===== src/mrsc_pkg.sv =====
package mrsc_pkg;

  // ----------------------------------------------------------------------
  // Register map
  // ----------------------------------------------------------------------
  localparam logic [7:0] ADDR_CTRL = 8'h00;
  localparam logic [7:0] ADDR_SPD0 = 8'h04;
  localparam logic [7:0] ADDR_SPD1 = 8'h08;
  localparam logic [7:0] ADDR_SPD2 = 8'h0c;
  localparam logic [7:0] ADDR_SPD3 = 8'h10;
  localparam logic [7:0] ADDR_PANEL = 8'h14;
  localparam logic [7:0] ADDR_CMD = 8'h18;
  localparam logic [7:0] ADDR_STAT = 8'h1c;
  localparam logic [7:0] ADDR_SPEED = 8'h20;

  // CTRL fields
  localparam int CTRL_EXT_EN = 0;
  localparam int CTRL_RANGE10 = 1;
  localparam int CTRL_COAST = 2;
  localparam int CTRL_DECEL_OFF = 3;
  localparam int CTRL_HZ60 = 4;
  localparam int CTRL_SOURCE = 5;
  // CMD fields (write-one pulses)
  localparam int CMD_PANEL_WR = 0;
  localparam int CMD_TEST_START = 1;
  localparam int CMD_TEST_STOP = 2;
  localparam int CMD_BRAKE_REL = 3;
  localparam int CMD_BRAKE_HOLD = 4;
  localparam int CMD_ALM_RESET = 5;

  // ----------------------------------------------------------------------
  // Speed limits in r/min
  // ----------------------------------------------------------------------
  localparam logic [10:0] SPD_MIN = 11'd300;
  localparam logic [10:0] SPD_MIN_NODEC = 11'd90;
  localparam logic [10:0] SPD_MAX_50 = 11'd1400;
  localparam logic [10:0] SPD_MAX_60 = 11'd1600;
  localparam logic [10:0] SPD_RUN_50 = 11'd1420;
  localparam logic [10:0] SPD_TEST = 11'd300;
  localparam logic [10:0] SPD_RESET = 11'd300;

  // ----------------------------------------------------------------------
  // Timing
  // ----------------------------------------------------------------------
  localparam int CLK_MHZ = 250;
  localparam int DEB_MS = 10;
  localparam int DEB_CYC = DEB_MS * 1000 * CLK_MHZ;
  localparam int DECEL_STEP_CYC = 250;

  // ----------------------------------------------------------------------
  // Types
  // ----------------------------------------------------------------------
  typedef enum logic [4:0] {
    MRSC_IDLE = 5'b00001,
    MRSC_FWD = 5'b00010,
    MRSC_REV = 5'b00100,
    MRSC_DECEL = 5'b01000,
    MRSC_TEST = 5'b10000
  } mrsc_state_t;

  typedef struct packed {
    logic forward_run_in;
    logic reverse_run_in;
    logic sel_lo;
    logic sel_hi;
    logic alm_rst;
    logic free;
  } mrsc_in_t;

  typedef struct packed {
    logic run;
    logic dir_rev;
    logic coast;
    logic brake_rel;
    logic [10:0] speed;
  } mrsc_drive_t;

endpackage


===== src/mrsc_motor_run_speed_control.sv =====
// The address-and-strobe port and the address map were left to the implementer.
`timescale 1ns/1ps
module mrsc_motor_run_speed_control #(
  parameter int DEB_CYCLES = mrsc_pkg::DEB_CYC,
  parameter int DECEL_STEP = mrsc_pkg::DECEL_STEP_CYC
) (
  input wire logic clk_i,
  input wire logic resetn_i,
  input wire logic forward_run_in_i,
  input wire logic reverse_run_in_i,
  input wire logic data_select_lo_i,
  input wire logic data_select_hi_i,
  input wire logic alarm_reset_in_i,
  input wire logic brake_free_in_i,
  input wire logic input_polarity_switch_i,
  input wire logic [11:0] speed_cmd_wiper_i,
  input wire logic [7:0] reg_addr_i,
  input wire logic [31:0] reg_wdata_i,
  input wire logic reg_wr_i,
  input wire logic reg_rd_i,
  output logic [31:0] reg_rdata_o,
  output logic motor_run_o,
  output logic motor_dir_rev_o,
  output logic motor_coast_o,
  output logic brake_release_o,
  output logic [10:0] motor_speed_o,
  output logic alarm_o,
  output logic test_error_o
);

  localparam int NIN = 6;
  localparam int SYNC_STAGES = 2;

  // ----------------------------------------------------------------------
  // Functions
  // ----------------------------------------------------------------------
  function automatic logic [10:0] clamp_speed(input logic [10:0] s, input logic hz60,
                                              input logic dec_off);
    logic [10:0] lo;
    logic [10:0] hi;
    lo = dec_off ? mrsc_pkg::SPD_MIN_NODEC : mrsc_pkg::SPD_MIN;
    hi = hz60 ? mrsc_pkg::SPD_MAX_60 : mrsc_pkg::SPD_MAX_50;
    clamp_speed = (s < lo) ? lo : ((s > hi) ? hi : s);
  endfunction

  // ----------------------------------------------------------------------
  // Input synchronise, polarity and debounce
  // ----------------------------------------------------------------------
  logic [NIN-1:0] raw;
  logic [NIN-1:0] sync1_ff;
  logic [NIN-1:0] sync2_ff;
  logic pol1_ff;
  logic pol2_ff;
  logic [NIN-1:0] deb_ff;
  mrsc_pkg::mrsc_in_t in_s;

  assign raw = {forward_run_in_i, reverse_run_in_i, data_select_lo_i,
                data_select_hi_i, alarm_reset_in_i, brake_free_in_i};

  always_ff @(posedge clk_i or negedge resetn_i) begin
    if (!resetn_i) begin
      sync1_ff <= '0;
      sync2_ff <= '0;
      pol1_ff <= 1'b0;
      pol2_ff <= 1'b0;
    end else begin
      sync1_ff <= raw;
      sync2_ff <= sync1_ff;
      pol1_ff <= input_polarity_switch_i;
      pol2_ff <= pol1_ff;
    end
  end

  genvar gi;
  generate
    for (gi = 0; gi < NIN; gi++) begin : g_deb
      logic [31:0] cnt_ff;
      logic lvl;
      // Source wiring inverts the optocoupler sense
      assign lvl = sync2_ff[gi] ^ pol2_ff;
      always_ff @(posedge clk_i or negedge resetn_i) begin
        if (!resetn_i) begin
          cnt_ff <= '0;
          deb_ff[gi] <= 1'b0;
        end else if (lvl == deb_ff[gi]) begin
          cnt_ff <= '0;
        end else if (cnt_ff >= 32'(DEB_CYCLES - 1)) begin
          cnt_ff <= '0;
          deb_ff[gi] <= lvl;
        end else begin
          cnt_ff <= cnt_ff + 32'd1;
        end
      end
    end
  endgenerate

  assign in_s = mrsc_pkg::mrsc_in_t'(deb_ff);

  // ----------------------------------------------------------------------
  // Analog command synchronise (word held stable by converter)
  // ----------------------------------------------------------------------
  logic [11:0] adc1_ff;
  logic [11:0] adc2_ff;
  always_ff @(posedge clk_i or negedge resetn_i) begin
    if (!resetn_i) begin
      adc1_ff <= '0;
      adc2_ff <= '0;
    end else begin
      adc1_ff <= speed_cmd_wiper_i;
      adc2_ff <= adc1_ff;
    end
  end

  // ----------------------------------------------------------------------
  // Registers
  // ----------------------------------------------------------------------
  logic [5:0] ctrl_ff;
  logic [10:0] slot_ff [4];
  logic [10:0] panel_ff;
  logic [1:0] sel;
  logic wr_cmd;
  logic [10:0] cur_speed_ff;

  assign sel = {in_s.sel_hi, in_s.sel_lo};
  assign wr_cmd = reg_wr_i && (reg_addr_i == mrsc_pkg::ADDR_CMD);

  always_ff @(posedge clk_i or negedge resetn_i) begin
    if (!resetn_i) begin
      ctrl_ff <= '0;
      panel_ff <= mrsc_pkg::SPD_RESET;
    end else if (reg_wr_i) begin
      if (reg_addr_i == mrsc_pkg::ADDR_CTRL) begin
        ctrl_ff <= reg_wdata_i[5:0];
      end
      if (reg_addr_i == mrsc_pkg::ADDR_PANEL) begin
        panel_ff <= reg_wdata_i[10:0];
      end
    end
  end

  generate
    for (gi = 0; gi < 4; gi++) begin : g_slot
      localparam logic [7:0] SLOT_ADDR = mrsc_pkg::ADDR_SPD0 + 8'(4 * gi);
      always_ff @(posedge clk_i or negedge resetn_i) begin
        if (!resetn_i) begin
          slot_ff[gi] <= mrsc_pkg::SPD_RESET;
        end else if (wr_cmd && reg_wdata_i[mrsc_pkg::CMD_PANEL_WR] && sel == 2'(gi)) begin
          // Accepted in any motion state
          slot_ff[gi] <= clamp_speed(panel_ff, ctrl_ff[mrsc_pkg::CTRL_HZ60],
                                     ctrl_ff[mrsc_pkg::CTRL_DECEL_OFF]);
        end else if (reg_wr_i && reg_addr_i == SLOT_ADDR) begin
          slot_ff[gi] <= clamp_speed(reg_wdata_i[10:0], ctrl_ff[mrsc_pkg::CTRL_HZ60],
                                     ctrl_ff[mrsc_pkg::CTRL_DECEL_OFF]);
        end
      end
    end
  endgenerate

  // ----------------------------------------------------------------------
  // Target speed
  // ----------------------------------------------------------------------
  logic [10:0] span;
  logic [22:0] prod;
  logic [10:0] ext_spd;
  logic [10:0] target;
  logic [11:0] adc_eff;

  always_comb begin
    span = ctrl_ff[mrsc_pkg::CTRL_HZ60] ? mrsc_pkg::SPD_MAX_60 : mrsc_pkg::SPD_MAX_50;
    // 5 V range uses only the lower half of the converter span
    if (ctrl_ff[mrsc_pkg::CTRL_RANGE10]) begin
      adc_eff = adc2_ff;
    end else begin
      adc_eff = adc2_ff[11] ? 12'hfff : {adc2_ff[10:0], 1'b0};
    end
    prod = 23'(adc_eff) * 23'(span);
    ext_spd = clamp_speed(prod[22:12], ctrl_ff[mrsc_pkg::CTRL_HZ60],
                          ctrl_ff[mrsc_pkg::CTRL_DECEL_OFF]);
    if (ctrl_ff[mrsc_pkg::CTRL_EXT_EN] && sel == 2'b00) begin
      target = ext_spd;
    end else begin
      target = slot_ff[sel];
    end
    if (!ctrl_ff[mrsc_pkg::CTRL_HZ60] && target > mrsc_pkg::SPD_MAX_50) begin
      target = mrsc_pkg::SPD_RUN_50;
    end
  end

  // ----------------------------------------------------------------------
  // Power-on alarm
  // ----------------------------------------------------------------------
  logic boot_ff;
  logic [31:0] boot_cnt_ff;
  logic alarm_ff;
  always_ff @(posedge clk_i or negedge resetn_i) begin
    if (!resetn_i) begin
      boot_ff <= 1'b1;
      boot_cnt_ff <= '0;
      alarm_ff <= 1'b0;
    end else begin
      // Sample only once a level has crossed the synchroniser and a full debounce
      if (boot_ff) begin
        if (boot_cnt_ff >= 32'(DEB_CYCLES + SYNC_STAGES)) begin
          boot_ff <= 1'b0;
          if (in_s.forward_run_in || in_s.reverse_run_in) begin
            alarm_ff <= 1'b1;
          end
        end else begin
          boot_cnt_ff <= boot_cnt_ff + 32'd1;
        end
      end else if ((in_s.alm_rst || (wr_cmd && reg_wdata_i[mrsc_pkg::CMD_ALM_RESET]))
                   && !in_s.forward_run_in && !in_s.reverse_run_in) begin
        alarm_ff <= 1'b0;
      end
    end
  end

  // ----------------------------------------------------------------------
  // Run state machine
  // ----------------------------------------------------------------------
  mrsc_pkg::mrsc_state_t state_ff;
  logic coast_ff;
  logic dir_ff;
  logic brake_rel_ff;
  logic test_err_ff;
  logic [31:0] ramp_cnt_ff;
  logic blocked;
  logic standstill;

  assign blocked = boot_ff || alarm_ff || in_s.free;
  assign standstill = (cur_speed_ff == 11'h000);

  always_ff @(posedge clk_i or negedge resetn_i) begin
    if (!resetn_i) begin
      state_ff <= mrsc_pkg::MRSC_IDLE;
      cur_speed_ff <= '0;
      coast_ff <= 1'b0;
      dir_ff <= 1'b0;
      test_err_ff <= 1'b0;
      ramp_cnt_ff <= '0;
    end else begin
      case (state_ff)
        mrsc_pkg::MRSC_IDLE: begin
          if (wr_cmd && reg_wdata_i[mrsc_pkg::CMD_TEST_START]) begin
            if (in_s.forward_run_in || in_s.reverse_run_in) begin
              test_err_ff <= 1'b1;
            end else if (!blocked) begin
              test_err_ff <= 1'b0;
              coast_ff <= 1'b0;
              dir_ff <= 1'b0;
              state_ff <= mrsc_pkg::MRSC_TEST;
            end
          end else if (!blocked && in_s.forward_run_in && !in_s.reverse_run_in) begin
            test_err_ff <= 1'b0;
            coast_ff <= 1'b0;
            dir_ff <= 1'b0;
            state_ff <= mrsc_pkg::MRSC_FWD;
          end else if (!blocked && in_s.reverse_run_in && !in_s.forward_run_in) begin
            test_err_ff <= 1'b0;
            coast_ff <= 1'b0;
            dir_ff <= 1'b1;
            state_ff <= mrsc_pkg::MRSC_REV;
          end
        end
        mrsc_pkg::MRSC_FWD, mrsc_pkg::MRSC_REV, mrsc_pkg::MRSC_TEST: begin
          if (wr_cmd && reg_wdata_i[mrsc_pkg::CMD_TEST_START] && (in_s.forward_run_in || in_s.reverse_run_in)) begin
            test_err_ff <= 1'b1;
          end
          if (state_ff == mrsc_pkg::MRSC_TEST) begin
            cur_speed_ff <= mrsc_pkg::SPD_TEST;
          end else begin
            cur_speed_ff <= target;
          end
          if (in_s.free || alarm_ff) begin
            coast_ff <= 1'b1;
            cur_speed_ff <= '0;
            state_ff <= mrsc_pkg::MRSC_IDLE;
          end else if (in_s.forward_run_in && in_s.reverse_run_in) begin
            cur_speed_ff <= '0;
            state_ff <= mrsc_pkg::MRSC_IDLE;
          end else if (state_ff == mrsc_pkg::MRSC_TEST) begin
            if (wr_cmd && reg_wdata_i[mrsc_pkg::CMD_TEST_STOP]) begin
              state_ff <= mrsc_pkg::MRSC_DECEL;
            end
          end else if ((state_ff == mrsc_pkg::MRSC_FWD && !in_s.forward_run_in) ||
                       (state_ff == mrsc_pkg::MRSC_REV && !in_s.reverse_run_in)) begin
            if (!in_s.forward_run_in && !in_s.reverse_run_in && ctrl_ff[mrsc_pkg::CTRL_COAST]) begin
              coast_ff <= 1'b1;
              cur_speed_ff <= '0;
              state_ff <= mrsc_pkg::MRSC_IDLE;
            end else begin
              state_ff <= mrsc_pkg::MRSC_DECEL;
            end
          end
          ramp_cnt_ff <= '0;
        end
        mrsc_pkg::MRSC_DECEL: begin
          if (in_s.free || standstill || (in_s.forward_run_in && in_s.reverse_run_in)) begin
            coast_ff <= in_s.free;
            cur_speed_ff <= '0;
            state_ff <= mrsc_pkg::MRSC_IDLE;
          end else if (ramp_cnt_ff >= 32'(DECEL_STEP - 1)) begin
            ramp_cnt_ff <= '0;
            cur_speed_ff <= cur_speed_ff - 11'd1;
          end else begin
            ramp_cnt_ff <= ramp_cnt_ff + 32'd1;
          end
        end
        default: begin
          state_ff <= mrsc_pkg::MRSC_IDLE;
        end
      endcase
    end
  end

  // ----------------------------------------------------------------------
  // Brake
  // ----------------------------------------------------------------------
  logic panel_rel_ff;
  always_ff @(posedge clk_i or negedge resetn_i) begin
    if (!resetn_i) begin
      panel_rel_ff <= 1'b0;
    end else if (wr_cmd && reg_wdata_i[mrsc_pkg::CMD_BRAKE_REL] &&
                 state_ff == mrsc_pkg::MRSC_IDLE && standstill) begin
      panel_rel_ff <= 1'b1;
    end else if ((wr_cmd && reg_wdata_i[mrsc_pkg::CMD_BRAKE_HOLD]) ||
                 state_ff != mrsc_pkg::MRSC_IDLE) begin
      panel_rel_ff <= 1'b0;
    end
  end

  always_ff @(posedge clk_i or negedge resetn_i) begin
    if (!resetn_i) begin
      brake_rel_ff <= 1'b0;
    end else begin
      brake_rel_ff <= in_s.free || panel_rel_ff || (state_ff != mrsc_pkg::MRSC_IDLE);
    end
  end

  // ----------------------------------------------------------------------
  // Outputs and read port
  // ----------------------------------------------------------------------
  assign motor_run_o = (state_ff != mrsc_pkg::MRSC_IDLE);
  assign motor_dir_rev_o = dir_ff;
  assign motor_coast_o = coast_ff;
  assign brake_release_o = brake_rel_ff;
  assign motor_speed_o = cur_speed_ff;
  assign alarm_o = alarm_ff;
  assign test_error_o = test_err_ff;

  always_ff @(posedge clk_i or negedge resetn_i) begin
    if (!resetn_i) begin
      reg_rdata_o <= '0;
    end else if (reg_rd_i) begin
      case (reg_addr_i)
        mrsc_pkg::ADDR_CTRL: reg_rdata_o <= {26'h0, ctrl_ff};
        mrsc_pkg::ADDR_SPD0: reg_rdata_o <= {21'h0, slot_ff[0]};
        mrsc_pkg::ADDR_SPD1: reg_rdata_o <= {21'h0, slot_ff[1]};
        mrsc_pkg::ADDR_SPD2: reg_rdata_o <= {21'h0, slot_ff[2]};
        mrsc_pkg::ADDR_SPD3: reg_rdata_o <= {21'h0, slot_ff[3]};
        mrsc_pkg::ADDR_PANEL: reg_rdata_o <= {21'h0, panel_ff};
        mrsc_pkg::ADDR_STAT: reg_rdata_o <= {17'h0, in_s, boot_ff, brake_rel_ff,
                                              test_err_ff, alarm_ff, state_ff};
        mrsc_pkg::ADDR_SPEED: reg_rdata_o <= {21'h0, cur_speed_ff};
        default: reg_rdata_o <= 32'h0;
      endcase
    end else begin
      reg_rdata_o <= 32'h0;
    end
  end

endmodule // mrsc_motor_run_speed_control


===== config.mk =====
export PLATFORM = sky130hd
export DESIGN_NAME = mrsc_motor_run_speed_control
export DESIGN_NICKNAME = d
export VERILOG_FILES = /design/src/mrsc_pkg.sv /design/src/mrsc_motor_run_speed_control.sv
export SDC_FILE = /design/constraint.sdc
export NUM_CORES = 1
export LEC_CHECK = 0
export BUFFER_PORTS_ARGS = -buffer_cell sky130_fd_sc_hd__buf_2
export CAP_MARGIN = 15
export CORE_MARGIN = 4
export CORE_UTILIZATION = 56
export CTS_CLUSTER_DIAMETER = 30
export CTS_CLUSTER_SIZE = 20
export DETAILED_ROUTE_END_ITERATION = 8
export GPL_TIMING_DRIVEN = 0
export PLACE_DENSITY = 0.77
export RECOVER_POWER = 25
export SLEW_MARGIN = 20
export SYNTH_ARGS = -nofsm -noshare
export SYNTH_HDL_FRONTEND = slang
export SYNTH_SLANG_ARGS = --single-unit

===== constraint.sdc =====
create_clock -name clk_i -period 7.9 [get_ports clk_i]
set_input_delay 0.395 -clock clk_i [delete_from_list [all_inputs] [get_ports clk_i]]
set_output_delay 0.395 -clock clk_i [all_outputs]
set_load 0.01 [all_outputs]

==> impl_metrics.py, run 1 <==
metrics = {
    "logic_synthesis": {
        "synth_area_leaders": "dfrtp_1 44%, ha_1 6.5%, nor2_1 4.8%",
        "synth_area_leader_cell": "dfrtp_1",
        "synth_top_area_share": 0.443,
        "synth_area_um2": 21300,
        "synth_async_sr_flop_share": 1.00,
        "yosys_warnings": 0,
        "synth_seq_area_share": 0.471,
        "synth_seq_cells": 399,
        "ys.flop_type": "dfrtp_1",
        "synth-edff-count": 0,
        "avgSynthCellArea_um2": 10.1,
        "synth_cell_type_count": 78,
        "synth_cells": 2096,
    },
    "power_and_ir_drop": {
        "p_leak_nw": 11.7,
        "peakVddDrop_v": 0.000240,
        "total_power_mw": 7.82,
        "p_per_area_nw_per_um2": 300,
    },
    "routing": {
        "viasPerCell": 5.72,
        "drc": 0,
        "ant_nets": 0,
        "vias": 16800,
        "drt_wl_total_mm": 52.3,
        "wl_per_cell_um": 17.8,
        "dr.first_iter.drc_count": 1323,
        "dr.pass1.iters": 7,
    },
    "floorplan": {
        "dieWidth_um": 203,
        "rows": 71,
        "start_util": 0.566,
        "ios": 112,
        "core_um2": 37600,
        "die_area_um2": 41200,
        "die_h_um": 203,
    },
    "critical_path": {
        "cp.required_ps": 8370,
        "critPathKind": "flip-flop to flip-flop",
        "cp.arrival_ps": 8140,
        "worst_setup_path_end_kind": "flip-flop",
        "start_kind": "flip-flop",
        "regToRegSetupSlack_ps": 230,
        "critPathMaxFanout": 10,
    },
    "sta": {
        "final_hold_viol_count": 0,
        "max-slew-margin-rel": -2.21,
        "fin_ws_ps": 234,
        "worstMarginPinSlew_ps": 4820,
        "fin_worst_skew_ps": 18.4,
        "finalCritPeriodShare": 0.970,
        "setup_viol": 0,
        "fmax_mhz": 130,
        "layout_min_cycle_time_ps": 7670,
        "slew_violations": 124,
    },
    "cells_and_area": {
        "multi_input_area_um2": 10900,
        "final_area_um2": 26000,
        "syn_to_final_growth_pct": 22.4,
        "num-nets-final": 2579,
        "fill_cells": 2752,
        "layout_common_cells": "375 x dfrtp_1, 269 x nor2_1, 184 x nand2_1",
        "layout_commonest_cell": "dfrtp_1",
        "drive_gt1_frac": 0.137,
        "seq_area_um2": 10000,
    },
    "clock_tree": {
        "cts_buffers": 83,
        "cts_sinks": 399,
        "cts_tree": "done",
        "cts_root_buf": "clkbuf_16",
        "htree_levels": 3,
        "clockBufferDepth": 3,
        "clk_latency_ps": 590,
        "clkSlewWorstSetupHoldPaths_ps": 50,
    },
    "grt": {
        "grt_pass1_vias": 17100,
        "grt_max_degree": 104,
        "grt_usage": 0.257,
        "grt.overflow.total": 0,
        "grt_pass1_wl_mm": 86.8,
        "antenna_found_initial": 1,
    },
    "flow_run": {
        "max_cap_viol_count": 2,
    },
    "outcome": {
        "status": "finished with violations",
        "violations": "max-capacitance violations, max-slew violations",
    },
    "placed_design": {
        "post-place-ws_ps": -882,
        "place_hpwl_mm": 36.2,
        "place_area_um2": 22700,
        "port_buffers": 71,
        "gp_congestion": 0.967,
    },
    "hold_path": {
        "min_path_type": "input pin to flip-flop",
    },
}
==> sequential cells by signal (all words and copies together) (netlist names) <==
register / flops
pol1_ff: 1
boot_ff: 1
test_error_o: 1
reg_rdata_o: 15
motor_speed_o: 11
sync2_ff: 6
adc1_ff: 12
alarm_o: 1
brake_release_o: 1
adc2_ff: 12
g_deb.cnt_ff: 192
state_ff: 5
deb_ff: 6
ramp_cnt_ff: 32
boot_cnt_ff: 32
sync1_ff: 6
panel_ff: 11
panel_rel_ff: 1
pol2_ff: 1
ctrl_ff: 6
motor_coast_o: 1
slot_ff: 44
motor_dir_rev_o: 1
==> area by class of cell <==
cell class / instances / area share
Multi-Input combinational cell: 1569 / 0.417
Sequential cell: 399 / 0.385
Clock buffer: 102 / 0.0884
Clock inverter: 51 / 0.0265
Timing Repair Buffer: 104 / 0.0262
Tap cell: 511 / 0.0246
Inverter: 115 / 0.0167
Buffer: 87 / 0.0154
Antenna cell: 2 / 0.000192
==> worst paths after layout <==
path	startpoint	end	depth (start not counted)
max	ctrl_ff[1]	motor_speed_o[5]	26
max in group asynchronous	resetn_i	g_deb[3].cnt_ff[9]	3
max reg2reg	ctrl_ff[1]	motor_speed_o[5]	26
min	reg_wdata_i[9]	panel_ff[9]	2
min in group asynchronous	resetn_i	ramp_cnt_ff[26]	2
min reg2reg	adc1_ff[4]	adc2_ff[4]	0
==> power by group <==
| group | switching [mW] | internal [mW] | total [mW] | leakage (nW) |
|---|---|---|---|---|
| Sequential | 0.0967 | 2.14 | 2.23 | 5.20 |
| Clock | 1.14 | 2.50 | 3.64 | 1.45 |
| Combinational | 1.17 | 0.775 | 1.94 | 5.09 |
| Total | 2.40 | 5.42 | 7.82 | 11.7 |
==> per-stage QoR <==
stage,TNS (ps),util,cells,hold slack (ps)
after global routing,-88.0,0.693,2939,110
after detailed placement,-6980,0.603,2758,287
after global placement,-402590,0.600,2754,333
final,0,0.693,2940,126
after floorplan,0,-,2172,99.4
after CTS,0,0.691,2932,105
==> cell usage after synthesis, types with 32 or more instances <==
cell type / count
dfrtp_1: 377
nor2_1: 274
nand2_1: 184
inv_1: 115
ha_1: 110
xor2_1: 99
o21ai_0: 91
nand3_1: 81
a21oi_1: 72
clkbuf_1: 66
xnor2_1: 64
fa_1: 47
and2_1: 44
nand4_1: 40
o221ai_1: 32
==> logic make-up (layout without fill, tap and decap cells) <==
logic type / Yosys count / after routing / share of synthesized area
AO/OA/AOI/OAI: 358 / 358 / 0.114
XOR/XNOR: 163 / 163 / 0.0671
adder cells (fa/ha/maj): 157 / 157 / 0.109
buffers and inverters: 204 / 459 / 0.0390
flip-flops: 399 / 399 / 0.471
multiplexers: 46 / 46 / 0.0306
other: 2 / 80 / 0.000353
AND/OR/NAND/NOR: 767 / 767 / 0.169
==> layer usage <==
metal / part of all wire / up-vias / global-route usage / wire length [um]
met5: 0 / - / 0 / 0
met4: 0.035 / 0 / 0.0997 / 1830
met3: 0.065 / 134 / 0.0462 / 3390
met2: 0.49 / 609 / 0.427 / 25500
met1: 0.41 / 8307 / 0.339 / 21600
li1: - / 7770 / - / -
==> worst max-delay path: stages, from the launching register on <==
cell      delay, ps
dfrtp_2         440
or2_4           330
o22ai_2         250
inv_1           140
fa_1            540
fa_1            470
fa_1            500
fa_1            540
ha_1            340
ha_1            370
a21o_1          230
a21o_1          210
a221oi_4        330
nor2b_1          80
nor2_1          180
xnor2_2         170
ha_1            280
nor2b_1         140
o21a_1          170
o21a_1          190
o311ai_4        370
o21ai_2         130
o32a_1          330
nor2b_1         150
a211oi_2        300
o211ai_1        150
o22a_1          200
==> timing repair <==
action,in CTS,in global routing
hold buffers,20,0
endpoints found under the setup margin,10,9
pin swaps,1,7
hold endpoints to repair,56,0
buffers inserted,3,6
gates resized for setup,18,22
No activity file was read; power rests on OpenSTA's default activity.
==> inputs of run 2 (changes only) <==
- CORE_UTILIZATION: 56 -> 58
- CTS_BUF_LIST: not set -> sky130_fd_sc_hd__clkbuf_4 sky130_fd_sc_hd__clkbuf_8
- PLACE_DENSITY: 0.77 -> 0.9
==> run 2 against run 1 <==
The flow still finishes with violations (max-capacitance violations, max-slew violations). Clock-buffer cell count is 24 lower. Sequential power hardly changed. Largest power group unchanged. Non-clock buffer count is 2 higher. Fmax is 1.9% lower. Critical endpoint is now motor_speed_o[6]. Power is 16% lower. Cell count is 2.5% lower.
==> impl_metrics.py, run 2 (synthesis results as in run 1) <==
metrics = {
    "outcome": {
        "status": "finished with violations",
        "violations": "max-capacitance violations, max-slew violations",
    },
    "floorplan": {
        "start_util": 0.592,
        "core_um2": 35900,
        "rows": 69,
        "die_h_um": 200,
        "ios": 112,
        "dieWidth_um": 200,
        "die_area_um2": 39800,
    },
    "clock_tree": {
        "cts_tree": "done",
        "cts_buffers": 69,
        "clockBufferDepth": 3,
        "cts_sinks": 399,
        "htree_levels": 3,
        "clkSlewWorstSetupHoldPaths_ps": 70,
        "clk_latency_ps": 620,
        "cts_root_buf": "clkbuf_8",
    },
    "cells_and_area": {
        "utilization": 0.690,
        "regMostFlops": "g_deb.cnt_ff",
        "num-nets-final": 2568,
        "reg.largest.list": "g_deb.cnt_ff: 192 flops, slot_ff: 44 flops",
        "fill_cells": 2458,
        "layout_commonest_cell": "dfrtp_1",
        "syn_to_final_growth_pct": 16.4,
        "largest_reg_flops": 192,
        "layout_common_cells": "375 x dfrtp_1, 267 x nor2_1, 184 x nand2_1",
        "drive_gt1_frac": 0.142,
    },
    "sta": {
        "fmax_mhz": 128,
        "setup_viol": 0,
        "slew_violations": 266,
        "fin_worst_skew_ps": 27.1,
        "worstMarginPinSlew_ps": 3050,
        "final_hold_viol_count": 0,
        "max-slew-margin-rel": -1.03,
        "timing.hold.ws_ps": 81.6,
        "finalCritPeriodShare": 0.989,
        "layout_min_cycle_time_ps": 7810,
    },
    "power_and_ir_drop": {
        "intPower_mw": 4.22,
        "switching_share": 0.356,
        "p_per_area_nw_per_um2": 265,
        "p_leak_nw": 11.2,
        "p_sw_mw": 2.33,
        "peakVddDrop_v": 0.000176,
        "clockPowerShare": 0.347,
        "pwr-share-comb": 0.313,
        "p_seq_frac": 0.340,
    },
    "grt": {
        "antenna_found_initial": 2,
        "grt.overflow.total": 0,
        "grt_pass1_vias": 17700,
        "grt_usage": 0.277,
        "grt_max_degree": 104,
        "grtUsageMet1": 0.341,
        "grtUsageMet3": 0.0534,
        "grt_busiest_layer": "met2",
        "use_met2": 0.472,
        "grt_pass1_wl_mm": 89.1,
    },
    "critical_path": {
        "max_stage_delay_ps": 560,
        "cp.arrival_ps": 8290,
        "cpMostUsedCell": "fa_1",
        "cp.required_ps": 8380,
        "worst_setup_path_end_kind": "flip-flop",
        "start_kind": "flip-flop",
        "critPathKind": "flip-flop to flip-flop",
        "cpMaxStageDelayCell": "fa_1",
        "critPathMaxFanout": 6,
    },
    "routing": {
        "ant_nets": 0,
        "vias": 17400,
        "dr.pass1.iters": 6,
        "viasPerCell": 6.06,
        "wl_per_cell_um": 19.3,
        "drt_wl_total_mm": 55.4,
        "drc": 0,
        "dr.first_iter.drc_count": 1498,
    },
    "placed_design": {
        "port_buffers": 71,
        "gp_congestion": 0.977,
        "place_hpwl_mm": 37.7,
    },
    "flow_run": {
        "max_cap_viol_count": 3,
    },
    "hold_path": {
        "min_path_type": "input pin to flip-flop",
    },
}
==> run 2: changes by cell type in the layout (fill, tap and decap cells not counted), moves of 6 or more <==
cell / before / now
clkbuf_16: 86 / 0
clkbuf_8: 9 / 77
clkbuf_1: 91 / 63
buf_2: 49 / 68
clkinv_2: 11 / 3
inv_8: 0 / 6
==> run 2: per-stage QoR <==
step	power (mW)	TNS [ps]	instance area, um2	setup WS (ps)	cells
floorplan	3.55	0	21600	478	2172
global placement	3.98	-309410	22500	-850	2704
detailed placement	4.08	-6190	22600	-807	2708
CTS	6.40	0	24600	16.9	2856
global route	6.89	-809	24800	-132	2864
finish	6.56	0	24800	86.3	2866
==> run 2: final cells by class <==
class                           instances  area (um2)  share of cell area
Tap cell                              461         577              0.0233
Multi-Input combinational cell       1570       10900               0.441
Buffer                                 88         413              0.0167
Clock inverter                         46         629              0.0254
Sequential cell                       399       10000               0.404
Antenna cell                            4        10.0            0.000404
Timing Repair Buffer                  105         693              0.0280
Clock buffer                           78        1070              0.0431
Inverter                              115         435              0.0176
==> run 2: routing by layer <==
| layer | vias up | share of wire |
|---|---|---|
| met5 | - | 0 |
| met4 | 0 | 0.055 |
| met3 | 258 | 0.074 |
| met2 | 863 | 0.49 |
| met1 | 8482 | 0.38 |
| li1 | 7751 | - |
==> run 2: critical path, delay by kind of cell (launching register included) <==
kind | cells | cell delay, ps
AOI/OAI and AO/OA | 10 | 2640
and+or+nand+nor | 6 | 1310
DFF | 1 | 470
buffers and inverters | 2 | 180
adders and majority gates | 7 | 3080
==> run 2: what timing repair did <==
item	4_1_cts	5_1_grt
buffers inserted	5	5
setup endpoints to repair	10	9
hold buffers	20	0
pin swaps	2	8
gates cloned	0	1
endpoints found under the hold margin	75	0
gates resized for setup	24	32
==> run 2: power groups by stage <==
stage	clock (mW)	sequential, mW	combinational [mW]
global route	2.41	2.24	2.25
CTS	2.30	2.22	1.87
finish	2.27	2.23	2.05
floorplan	0	2.24	1.31
detailed placement	0	2.26	1.82
global placement	0	2.26	1.72
==> run 2: worst paths after layout <==
check,start,to,slack [ps],cells past startpoint
worst max-delay path,ctrl_ff[1],motor_speed_o[6],90,25
worst min-delay path,reg_rd_i,reg_rdata_o[0],80,3
worst min register to register,sync1_ff[5],sync2_ff[5],350,0
worst max register to register,ctrl_ff[1],motor_speed_o[6],90,25
min in group asynchronous,resetn_i,g_deb[5].cnt_ff[10],1320,2
max in group asynchronous,resetn_i,panel_ff[8],2660,5
